$ cat src/include/pwc_map.svh
// Register offsets, field positions, reset values and timing counts of the power wake control block
`ifndef PWC_MAP_SVH
`define PWC_MAP_SVH

`define PWC_CTL_OFFSET        12'h014
`define PWC_PHYRST_OFFSET     12'h018
`define PWC_BIT_SKIP_ANA      15
`define PWC_BIT_XTAL_INH      14
`define PWC_BIT_LPI_WAKE_EN   13
`define PWC_BIT_LPI_WAKE_STS  12
`define PWC_BIT_MAC_DOMAIN_SOFT_RESET      11
`define PWC_BIT_RES_CLR_STS   9
`define PWC_BIT_RES_CLR_EN    8
`define PWC_BIT_PHY_RESET_REQUEST_REQ   0
`define PWC_RST_SKIP_ANA      1'b0
`define PWC_RST_XTAL_INH      1'b0
`define PWC_RST_LPI_WAKE_EN   1'b0
`define PWC_RST_LPI_WAKE_STS  1'b0
`define PWC_RST_MAC_DOMAIN_SOFT_RESET      1'b0
`define PWC_RST_RES_CLR_STS   1'b0
`define PWC_RST_RES_CLR_EN    1'b1
`define PWC_RST_SUSP_MODE     2'h2
`define PWC_CLK_HZ            20000000
`define PWC_PHY_MIN_MS        4
`define PWC_PHY_EXT_MS        128
`define PWC_ANA_SETTLE_MS     100
`define PWC_MS_CYCLES(ms)     ((ms) * (`PWC_CLK_HZ / 1000))

`endif

$ cat src/include/pwc_pkg.sv
// Types of the power wake control block
package pwc_pkg;
    typedef enum logic [1:0] {
        PWC_SUSP_ZERO,
        PWC_SUSP_ONE,
        PWC_SUSP_DEEP,
        PWC_SUSP_THREE
    } pwc_susp_t;

    typedef enum logic [1:0] {
        PWC_PHY_IDLE,
        PWC_PHY_HOLD,
        PWC_PHY_SETTLE
    } pwc_phy_state_t;

    typedef struct packed {
        logic           skipAnaWait;
        logic           xtalInhibit;
        logic           lpiWakeEn;
        logic           lpiWakeSts;
        logic           macSoftRst;
        logic           resClrSts;
        logic           resClrEn;
        pwc_phy_state_t phyState;
        logic [21:0]    phyCnt;
        logic           phyRstOut;
        logic           anaRefOn;
        logic           phyReady;
        logic           xtalStopOk;
        logic           lpiWakeEvt;
        logic           clrWakeSts;
        logic           clrWakeEn;
        logic           macRxRstN;
        logic           macTxRstN;
        logic [31:0]    rdata;
    } pwc_state_t;
endpackage

$ cat src/rtl/power_wake_control.sv
// Power wake control: analog reference wait, crystal inhibit, low power idle wake, MAC soft reset, resume clears
`timescale 1ns/1ps
// What this block does
// Skip-wait bit set keeps analog reference on during PHY reset.
// With reference turned off, wait about 100 ms before PHY counts as ready.
// Crystal inhibit set never allows the oscillator to stop, even deep suspend.
// Low power idle wake status is a wake event only when enabled.
// Resume-clears-enables set: remote-wake resume completion clears low power idle wake enable.
// Low power idle wake status sets on its cause regardless of enable.
// Resume-clears-status set: remote-wake resume completion clears low power idle wake status.
// Software must not clear that status while changing suspend mode.
// MAC soft reset bit high holds MAC receive and transmit domains in reset.
// Software clears MAC soft reset itself; the bit never self-clears.
// MAC domain resets release only while their clocks run.
// Resume-clears-status clears listed frame and wake statuses in both registers.
// Resume-clears-status also clears wake cause bit one with the idle status.
// Only remote-wake resumes clear statuses; host resumes leave them unchanged.
// Resume-clears-status clear: no wake status changes after resume.
// Resume-clears-enables set: remote-wake resume clears every wake enable bit.
// Skip-wait and crystal inhibit bits survive protected resets.
// Bits 31:16 and 10 read zero; idle wake status clears on write one.
// Suspend selection encodes states zero to three; resets to deep state.
// Host resumes never clear wake enables.
// Software PHY reset holds at least 4 ms, up to 128 ms.
`include "pwc_map.svh"

module power_wake_control
    import pwc_pkg::*;
#(
    parameter int PHY_MIN_CYC   = `PWC_MS_CYCLES(`PWC_PHY_MIN_MS),
    parameter int PHY_EXT_CYC   = `PWC_MS_CYCLES(`PWC_PHY_EXT_MS),
    parameter int ANA_SETTLE_CYC = `PWC_MS_CYCLES(`PWC_ANA_SETTLE_MS)
) (
    input  wire logic        core_clk,
    input  wire logic        rst,
    input  wire logic        protRst,
    input  wire logic [11:0] regAddr,
    input  wire logic [31:0] regWdata,
    input  wire logic        regWrite,
    input  wire logic        regRead,
    output logic      [31:0] regRdata,
    input  wire logic        lpiWakeCause,
    input  wire logic        resumeDone,
    input  wire logic        resumeRemote,
    input  wire logic [1:0]  suspendMode,
    input  wire logic        macRxClkRunning,
    input  wire logic        macTxClkRunning,
    output logic             phyReset,
    output logic             analogRefEnable,
    output logic             phyOperational,
    output logic             crystalStopAllowed,
    output logic             lowPowerIdleWakeEvent,
    output logic             clearWakeStatus,
    output logic             clearWakeEnables,
    output logic             macRxResetN,
    output logic             macTxResetN
);

    pwc_state_t stQ;
    pwc_state_t stD;

    logic       ctlWr;
    logic       phyWr;
    logic       remoteDone;
    logic [21:0] holdLen;

    // ===========================================================
    // Next state
    always_comb begin
        stD        = stQ;
        ctlWr      = regWrite && (regAddr == `PWC_CTL_OFFSET);
        phyWr      = regWrite && (regAddr == `PWC_PHYRST_OFFSET);
        remoteDone = resumeDone && resumeRemote;
        // Reference kept on means only the short hold is needed
        holdLen    = stQ.skipAnaWait ? 22'(PHY_MIN_CYC) : 22'(PHY_EXT_CYC);

        if (ctlWr) begin
            stD.skipAnaWait = regWdata[`PWC_BIT_SKIP_ANA];
            stD.xtalInhibit = regWdata[`PWC_BIT_XTAL_INH];
            stD.lpiWakeEn   = regWdata[`PWC_BIT_LPI_WAKE_EN];
            stD.macSoftRst  = regWdata[`PWC_BIT_MAC_DOMAIN_SOFT_RESET];
            stD.resClrSts   = regWdata[`PWC_BIT_RES_CLR_STS];
            stD.resClrEn    = regWdata[`PWC_BIT_RES_CLR_EN];
            if (regWdata[`PWC_BIT_LPI_WAKE_STS]) begin
                stD.lpiWakeSts = 1'b0;
            end
        end

        if (remoteDone && stQ.resClrEn) begin
            stD.lpiWakeEn = 1'b0;
        end
        if (remoteDone && stQ.resClrSts) begin
            stD.lpiWakeSts = 1'b0;
        end
        // Cause wins over any clear in the same cycle
        if (lpiWakeCause) begin
            stD.lpiWakeSts = 1'b1;
        end

        stD.clrWakeSts = remoteDone && stQ.resClrSts;
        stD.clrWakeEn  = remoteDone && stQ.resClrEn;
        stD.lpiWakeEvt = stQ.lpiWakeSts && stQ.lpiWakeEn;
        stD.xtalStopOk = !stQ.xtalInhibit && (suspendMode == PWC_SUSP_DEEP);

        // PHY reset sequencing; writes ignored while reset is held
        unique case (stQ.phyState)
            PWC_PHY_IDLE: begin
                stD.phyRstOut = 1'b0;
                stD.anaRefOn  = 1'b1;
                if (phyWr && regWdata[`PWC_BIT_PHY_RESET_REQUEST_REQ]) begin
                    stD.phyState  = PWC_PHY_HOLD;
                    stD.phyCnt    = 22'h000000;
                    stD.phyRstOut = 1'b1;
                    stD.phyReady  = 1'b0;
                    stD.anaRefOn  = stQ.skipAnaWait;
                end
            end
            PWC_PHY_HOLD: begin
                stD.phyCnt = stQ.phyCnt + 22'h000001;
                if (stQ.phyCnt >= holdLen - 22'h000001) begin
                    stD.phyRstOut = 1'b0;
                    stD.anaRefOn  = 1'b1;
                    stD.phyCnt    = 22'h000000;
                    if (stQ.anaRefOn) begin
                        stD.phyState = PWC_PHY_IDLE;
                        stD.phyReady = 1'b1;
                    end else begin
                        stD.phyState = PWC_PHY_SETTLE;
                    end
                end
            end
            PWC_PHY_SETTLE: begin
                stD.phyCnt = stQ.phyCnt + 22'h000001;
                if (stQ.phyCnt >= 22'(ANA_SETTLE_CYC) - 22'h000001) begin
                    stD.phyState = PWC_PHY_IDLE;
                    stD.phyReady = 1'b1;
                end
            end
            default: begin
                stD.phyState = PWC_PHY_IDLE;
            end
        endcase

        stD.macRxRstN = !stQ.macSoftRst && macRxClkRunning;
        stD.macTxRstN = !stQ.macSoftRst && macTxClkRunning;

        stD.rdata = 32'h00000000;
        if (regRead && (regAddr == `PWC_CTL_OFFSET)) begin
            stD.rdata[`PWC_BIT_SKIP_ANA]     = stQ.skipAnaWait;
            stD.rdata[`PWC_BIT_XTAL_INH]     = stQ.xtalInhibit;
            stD.rdata[`PWC_BIT_LPI_WAKE_EN]  = stQ.lpiWakeEn;
            stD.rdata[`PWC_BIT_LPI_WAKE_STS] = stQ.lpiWakeSts;
            stD.rdata[`PWC_BIT_MAC_DOMAIN_SOFT_RESET]     = stQ.macSoftRst;
            stD.rdata[`PWC_BIT_RES_CLR_STS]  = stQ.resClrSts;
            stD.rdata[`PWC_BIT_RES_CLR_EN]   = stQ.resClrEn;
        end else if (regRead && (regAddr == `PWC_PHYRST_OFFSET)) begin
            stD.rdata[`PWC_BIT_PHY_RESET_REQUEST_REQ] = (stQ.phyState != PWC_PHY_IDLE);
            stD.rdata[1]                    = stQ.phyReady;
        end
    end

    // ===========================================================
    // State register
    always_ff @(posedge core_clk) begin
        if (rst) begin
            stQ <= '{skipAnaWait: `PWC_RST_SKIP_ANA, xtalInhibit: `PWC_RST_XTAL_INH,
                     lpiWakeEn: `PWC_RST_LPI_WAKE_EN, lpiWakeSts: `PWC_RST_LPI_WAKE_STS,
                     macSoftRst: `PWC_RST_MAC_DOMAIN_SOFT_RESET, resClrSts: `PWC_RST_RES_CLR_STS,
                     resClrEn: `PWC_RST_RES_CLR_EN, phyState: PWC_PHY_IDLE,
                     phyCnt: 22'h000000, phyRstOut: 1'b0, anaRefOn: 1'b1, phyReady: 1'b1,
                     xtalStopOk: 1'b0, lpiWakeEvt: 1'b0, clrWakeSts: 1'b0, clrWakeEn: 1'b0,
                     macRxRstN: 1'b0, macTxRstN: 1'b0, rdata: 32'h00000000};
        end else if (protRst) begin
            // Protected bits keep their value across this reset
            stQ             <= '{skipAnaWait: stQ.skipAnaWait, xtalInhibit: stQ.xtalInhibit,
                                 lpiWakeEn: `PWC_RST_LPI_WAKE_EN, lpiWakeSts: `PWC_RST_LPI_WAKE_STS,
                                 macSoftRst: `PWC_RST_MAC_DOMAIN_SOFT_RESET, resClrSts: `PWC_RST_RES_CLR_STS,
                                 resClrEn: `PWC_RST_RES_CLR_EN, phyState: PWC_PHY_IDLE,
                                 phyCnt: 22'h000000, phyRstOut: 1'b0, anaRefOn: 1'b1, phyReady: 1'b1,
                                 xtalStopOk: 1'b0, lpiWakeEvt: 1'b0, clrWakeSts: 1'b0, clrWakeEn: 1'b0,
                                 macRxRstN: 1'b0, macTxRstN: 1'b0, rdata: 32'h00000000};
        end else begin
            stQ <= stD;
        end
    end

    assign regRdata              = stQ.rdata;
    assign phyReset              = stQ.phyRstOut;
    assign analogRefEnable       = stQ.anaRefOn;
    assign phyOperational        = stQ.phyReady;
    assign crystalStopAllowed    = stQ.xtalStopOk;
    assign lowPowerIdleWakeEvent = stQ.lpiWakeEvt;
    assign clearWakeStatus       = stQ.clrWakeSts;
    assign clearWakeEnables      = stQ.clrWakeEn;
    assign macRxResetN           = stQ.macRxRstN;
    assign macTxResetN           = stQ.macTxRstN;

endmodule

$ cat config.mk
export PLATFORM = sky130hd
export DESIGN_NAME = power_wake_control
export DESIGN_NICKNAME = d
export VERILOG_FILES = /design/src/include/pwc_pkg.sv /design/src/rtl/power_wake_control.sv
export VERILOG_INCLUDE_DIRS = /design/src /design/src/include
export SDC_FILE = /design/constraint.sdc
export NUM_CORES = 1
export LEC_CHECK = 0
export ABC_AREA = 1
export BUFFER_PORTS_ARGS = -buffer_cell sky130_fd_sc_hd__buf_2
export CORE_MARGIN = 2
export CORE_UTILIZATION = 30
export DETAILED_ROUTE_END_ITERATION = 16
export GPL_TIMING_DRIVEN = 0
export PLACE_DENSITY_LB_ADDON = 0.08
export SLEW_MARGIN = 20
export SYNTH_ARGS = -nofsm -noshare
export SYNTH_HDL_FRONTEND = slang
export SYNTH_SLANG_ARGS = --single-unit
$ cat constraint.sdc
create_clock -name core_clk -period 3.8 [get_ports core_clk]
set_clock_uncertainty 0.05 [all_clocks]
set_input_delay 0.19 -clock core_clk [delete_from_list [all_inputs] [get_ports core_clk]]
set_output_delay 0.19 -clock core_clk [all_outputs]
set_load 0.05 [all_outputs]
==> qor.txt <==
Status: finished clean
Worst Setup End Kind: flip-flop
# H-tree levels: 2
First-pass GRT wire length: 11500 um
Fraction of registers with async set/reset: 0%
Clock sink count: 49
Unrepaired setup endpoints after global routing: no
DR vias: 2594
Synth Flop Type: dfxtp_1
Hold Crit Class: input port to flip-flop
Clock share of power: 34.7%
R2R Setup Slk: 1.15 ns
Routability Congestion: 0.793
Hold Startpoint: lpiWakeCause
Post-synth EDFFs: 0
Setup TNS: 0 ns
RR Startpoint: stQ[71]
Final hold violations: 0
Most common cell in the netlist: nand2_1
Synth cell count leaders: 78 x nand2_1, 64 x nor2_1, 49 x dfxtp_1
Dpl cells: 615
Comb pwr share: 12.1%
Cell variety after synth: 39
Worst Hold Path EP: stQ[68]
CTS tree: built
Fin. max-slew vios: 0
Max cap viols: 0
Die area: 10800 um2
Setup CP Type: flip-flop to flip-flop
Final HPWL DP: 5410 um
Max Buffers Root-to-Sink: 2
Largest net degree at the start of global routing: 18
Mapped Cells: 411
Pleak: 0.00162 uW
Port bufs: 49
Drt total wl: 6880 um
Root Driver: clkbuf_8
CTS Buf Count: 5
# fillers: 1096
Die span in y: 104 um
Tcrit/Tclk final: 69.8%
GRT Total Usage: 13.1%
Clk_lat worst skew: 0.31 ns
Post-route insts no fill: 624
Worst vdd ir: 0.161 mV
DIE WIDTH: 104 um
Postcts setup bufs: 0
Ant. Diodes: 0
Placement Rows: 36
Sw Ratio: 29.3%
Psw: 283 uW
Reg clk slew, reported paths: 0.10 ns
Area delta synth->final: 20.1%
Via density per instance: 4.16
I/O Pins: 97
PD cells: 270 nW/um2
Cell taking the most area after synthesis: dfxtp_1
Initial Util: 30.7%
Worst Hold Depth: 3
Number of global-route vias before repair: 2427
Worst reg2reg path depth: 14
1st-pass router iterations: 7
Internal power: 685 uW
Startpoint types: flip-flop
Post-DRT Antenna Nets: 0
Synth warn: 0
# setup viols final: 0
Core area: 9730 um2
DR WL/cell: 11.0 um
Crit-path max FO: 10
DP Area: 3480 um2
Seq/Total Area, Yosys: 32.9%
Drt drc: 0
Area contributors post-synth: dfxtp_1 33%, nand2_1 9.8%, buf_4 8.3%
Register area: 981 um2
Tmin final: 2.65 ns
Layout net count: 560
CP arrival: 2.81 ns
Avg Inst Size Synth: 7.26 um2
Antenna violations before repair: 0
WP data required: 3.96 ns
Fin area: 3580 um2
First DRT Iteration DRCs: 78
Slew margin rel.: 61.3%
Multi-input logic area: 1620 um2
#FFs+latches synth: 49
Layout cells sized above 1: 25.1%
Reg2reg end: stQ[53]
Top cell type's share of synthesized area: 32.9%
Seq pwr share: 53.3%
Gr ovfl total: 0
Fmax: 377 MHz
Worst-margin pin slew: 0.581 ns
Synthesized area: 2980 um2
-- power by group through the flow --
stage | Combinational, uW | Clock [uW] | Sequential (uW)
detailed placement | 116 | 0 | 528
global route | 123 | 378 | 516
finish | 117 | 336 | 516
CTS | 117 | 353 | 516
floorplan | 84.7 | 0 | 533
global placement | 116 | 0 | 527
-- cell type report --
class | count | area share, %
buffer | 38 | 8.07
clock buffer | 5 | 1.92
clock inverter | 3 | 0.733
inverter | 46 | 4.82
multi-input combinational | 300 | 45.3
sequential | 49 | 27.4
tap | 133 | 4.65
timing repair buffer | 50 | 7.13
-- registers in the layout, summed over array words and instances (netlist names) --
register / cells
analogRefEnable: 1
macTxResetN: 1
stQ: 31
phyOperational: 1
lowPowerIdleWakeEvent: 1
phyReset: 1
crystalStopAllowed: 1
clearWakeEnables: 1
regRdata: 9
macRxResetN: 1
clearWakeStatus: 1
-- metrics by stage --
step | utilization, % | worst slack [ns] | power, uW | hold slack [ns]
global route | 36.8 | 0.851 | 1020 | 0.0192
floorplan | - | 1.81 | 617 | 0.218
detailed placement | 35.7 | 1.09 | 644 | 0.311
finish | 36.8 | 1.15 | 968 | 0.0327
global placement | 35.7 | 1.10 | 643 | 0.312
CTS | 36.8 | 1.08 | 986 | 0.0232
-- placed cells by master, fill, tap and decap left out, types with 2 or more instances in the layout --
cell / Yosys / final
nand2_1: 78 / 78
xor2_1: 12 / 12
nand2_2: 5 / 5
o21bai_1: 3 / 3
buf_4: 33 / 33
ha_1: 14 / 14
nor2_1: 64 / 64
nand4_1: 11 / 11
o21ai_0: 5 / 5
nor2_4: 2 / 2
buf_2: 0 / 49
clkbuf_8: 0 / 5
clkinvlp_4: 0 / 2
nor3_1: 6 / 6
nor2_2: 12 / 12
buf_6: 3 / 3
dfxtp_1: 49 / 49
xnor2_1: 2 / 2
o21ai_1: 2 / 2
a21oi_1: 16 / 16
clkbuf_1: 2 / 2
inv_1: 45 / 45
nor3_4: 2 / 2
nand3_2: 3 / 3
nand3_1: 24 / 24
conb_1: 1 / 23
o21a_1: 2 / 2
-- per-layer routing --
layer  vias to the layer above  routed length (um)  global-route usage [%]
met2                        54                3210                    22.5
met1                      1128                3300                    16.9
li1                       1407                   -                       -
met4                         0                  78                    3.47
met3                         5                 293                    2.33
met5                         -                   0                       0
-- worst max-delay path by stage --
| stage | from | to | slack [ns] | cells after the start |
|---|---|---|---|---|
| 3_3_place_gp | stQ[71] | stQ[45] | 1.10 | 14 |
| 3_5_place_dp | stQ[71] | stQ[45] | 1.09 | 14 |
| 6_report | stQ[71] | stQ[53] | 1.15 | 14 |
| 2_1_floorplan | stQ[71] | stQ[45] | 1.81 | 14 |
| 5_1_grt | stQ[71] | stQ[48] | 0.85 | 14 |
| 4_1_cts | stQ[71] | stQ[53] | 1.08 | 14 |
-- logic make-up (layout without fill, tap and decap cells) --
| kind of cell | count (synthesis) | after routing | synth area share [%] |
|---|---|---|---|
| buf+inv | 84 | 142 | 15.5 |
| fa+ha+maj | 14 | 14 | 5.87 |
| xor+xnor | 14 | 14 | 4.11 |
| other cells | 1 | 23 | 0.126 |
| simple gates | 216 | 216 | 34.9 |
| compound gates | 33 | 33 | 6.67 |
| flops | 49 | 49 | 32.9 |
-- critical path, stage by stage, from the launching register on --
cell and delay (ns):
dfxtp_1 0.59, inv_1 0.18, ha_1 0.34, nand2_1 0.07, nor2_1 0.25, nand2_1 0.09, nand2_1 0.12, nand2_1 0.09
nand3_2 0.12, nand2_2 0.09, nand2_2 0.10, nand2_2 0.07, nand2_4 0.16, buf_6 0.20, nor2_2 0.04
-- repair_timing --
item / in CTS / in global routing
endpoints found under the hold margin: 1 / 0
hold buffers: 1 / 0
gates resized for setup: 0 / 0
Power figures use the tool's default switching activity.
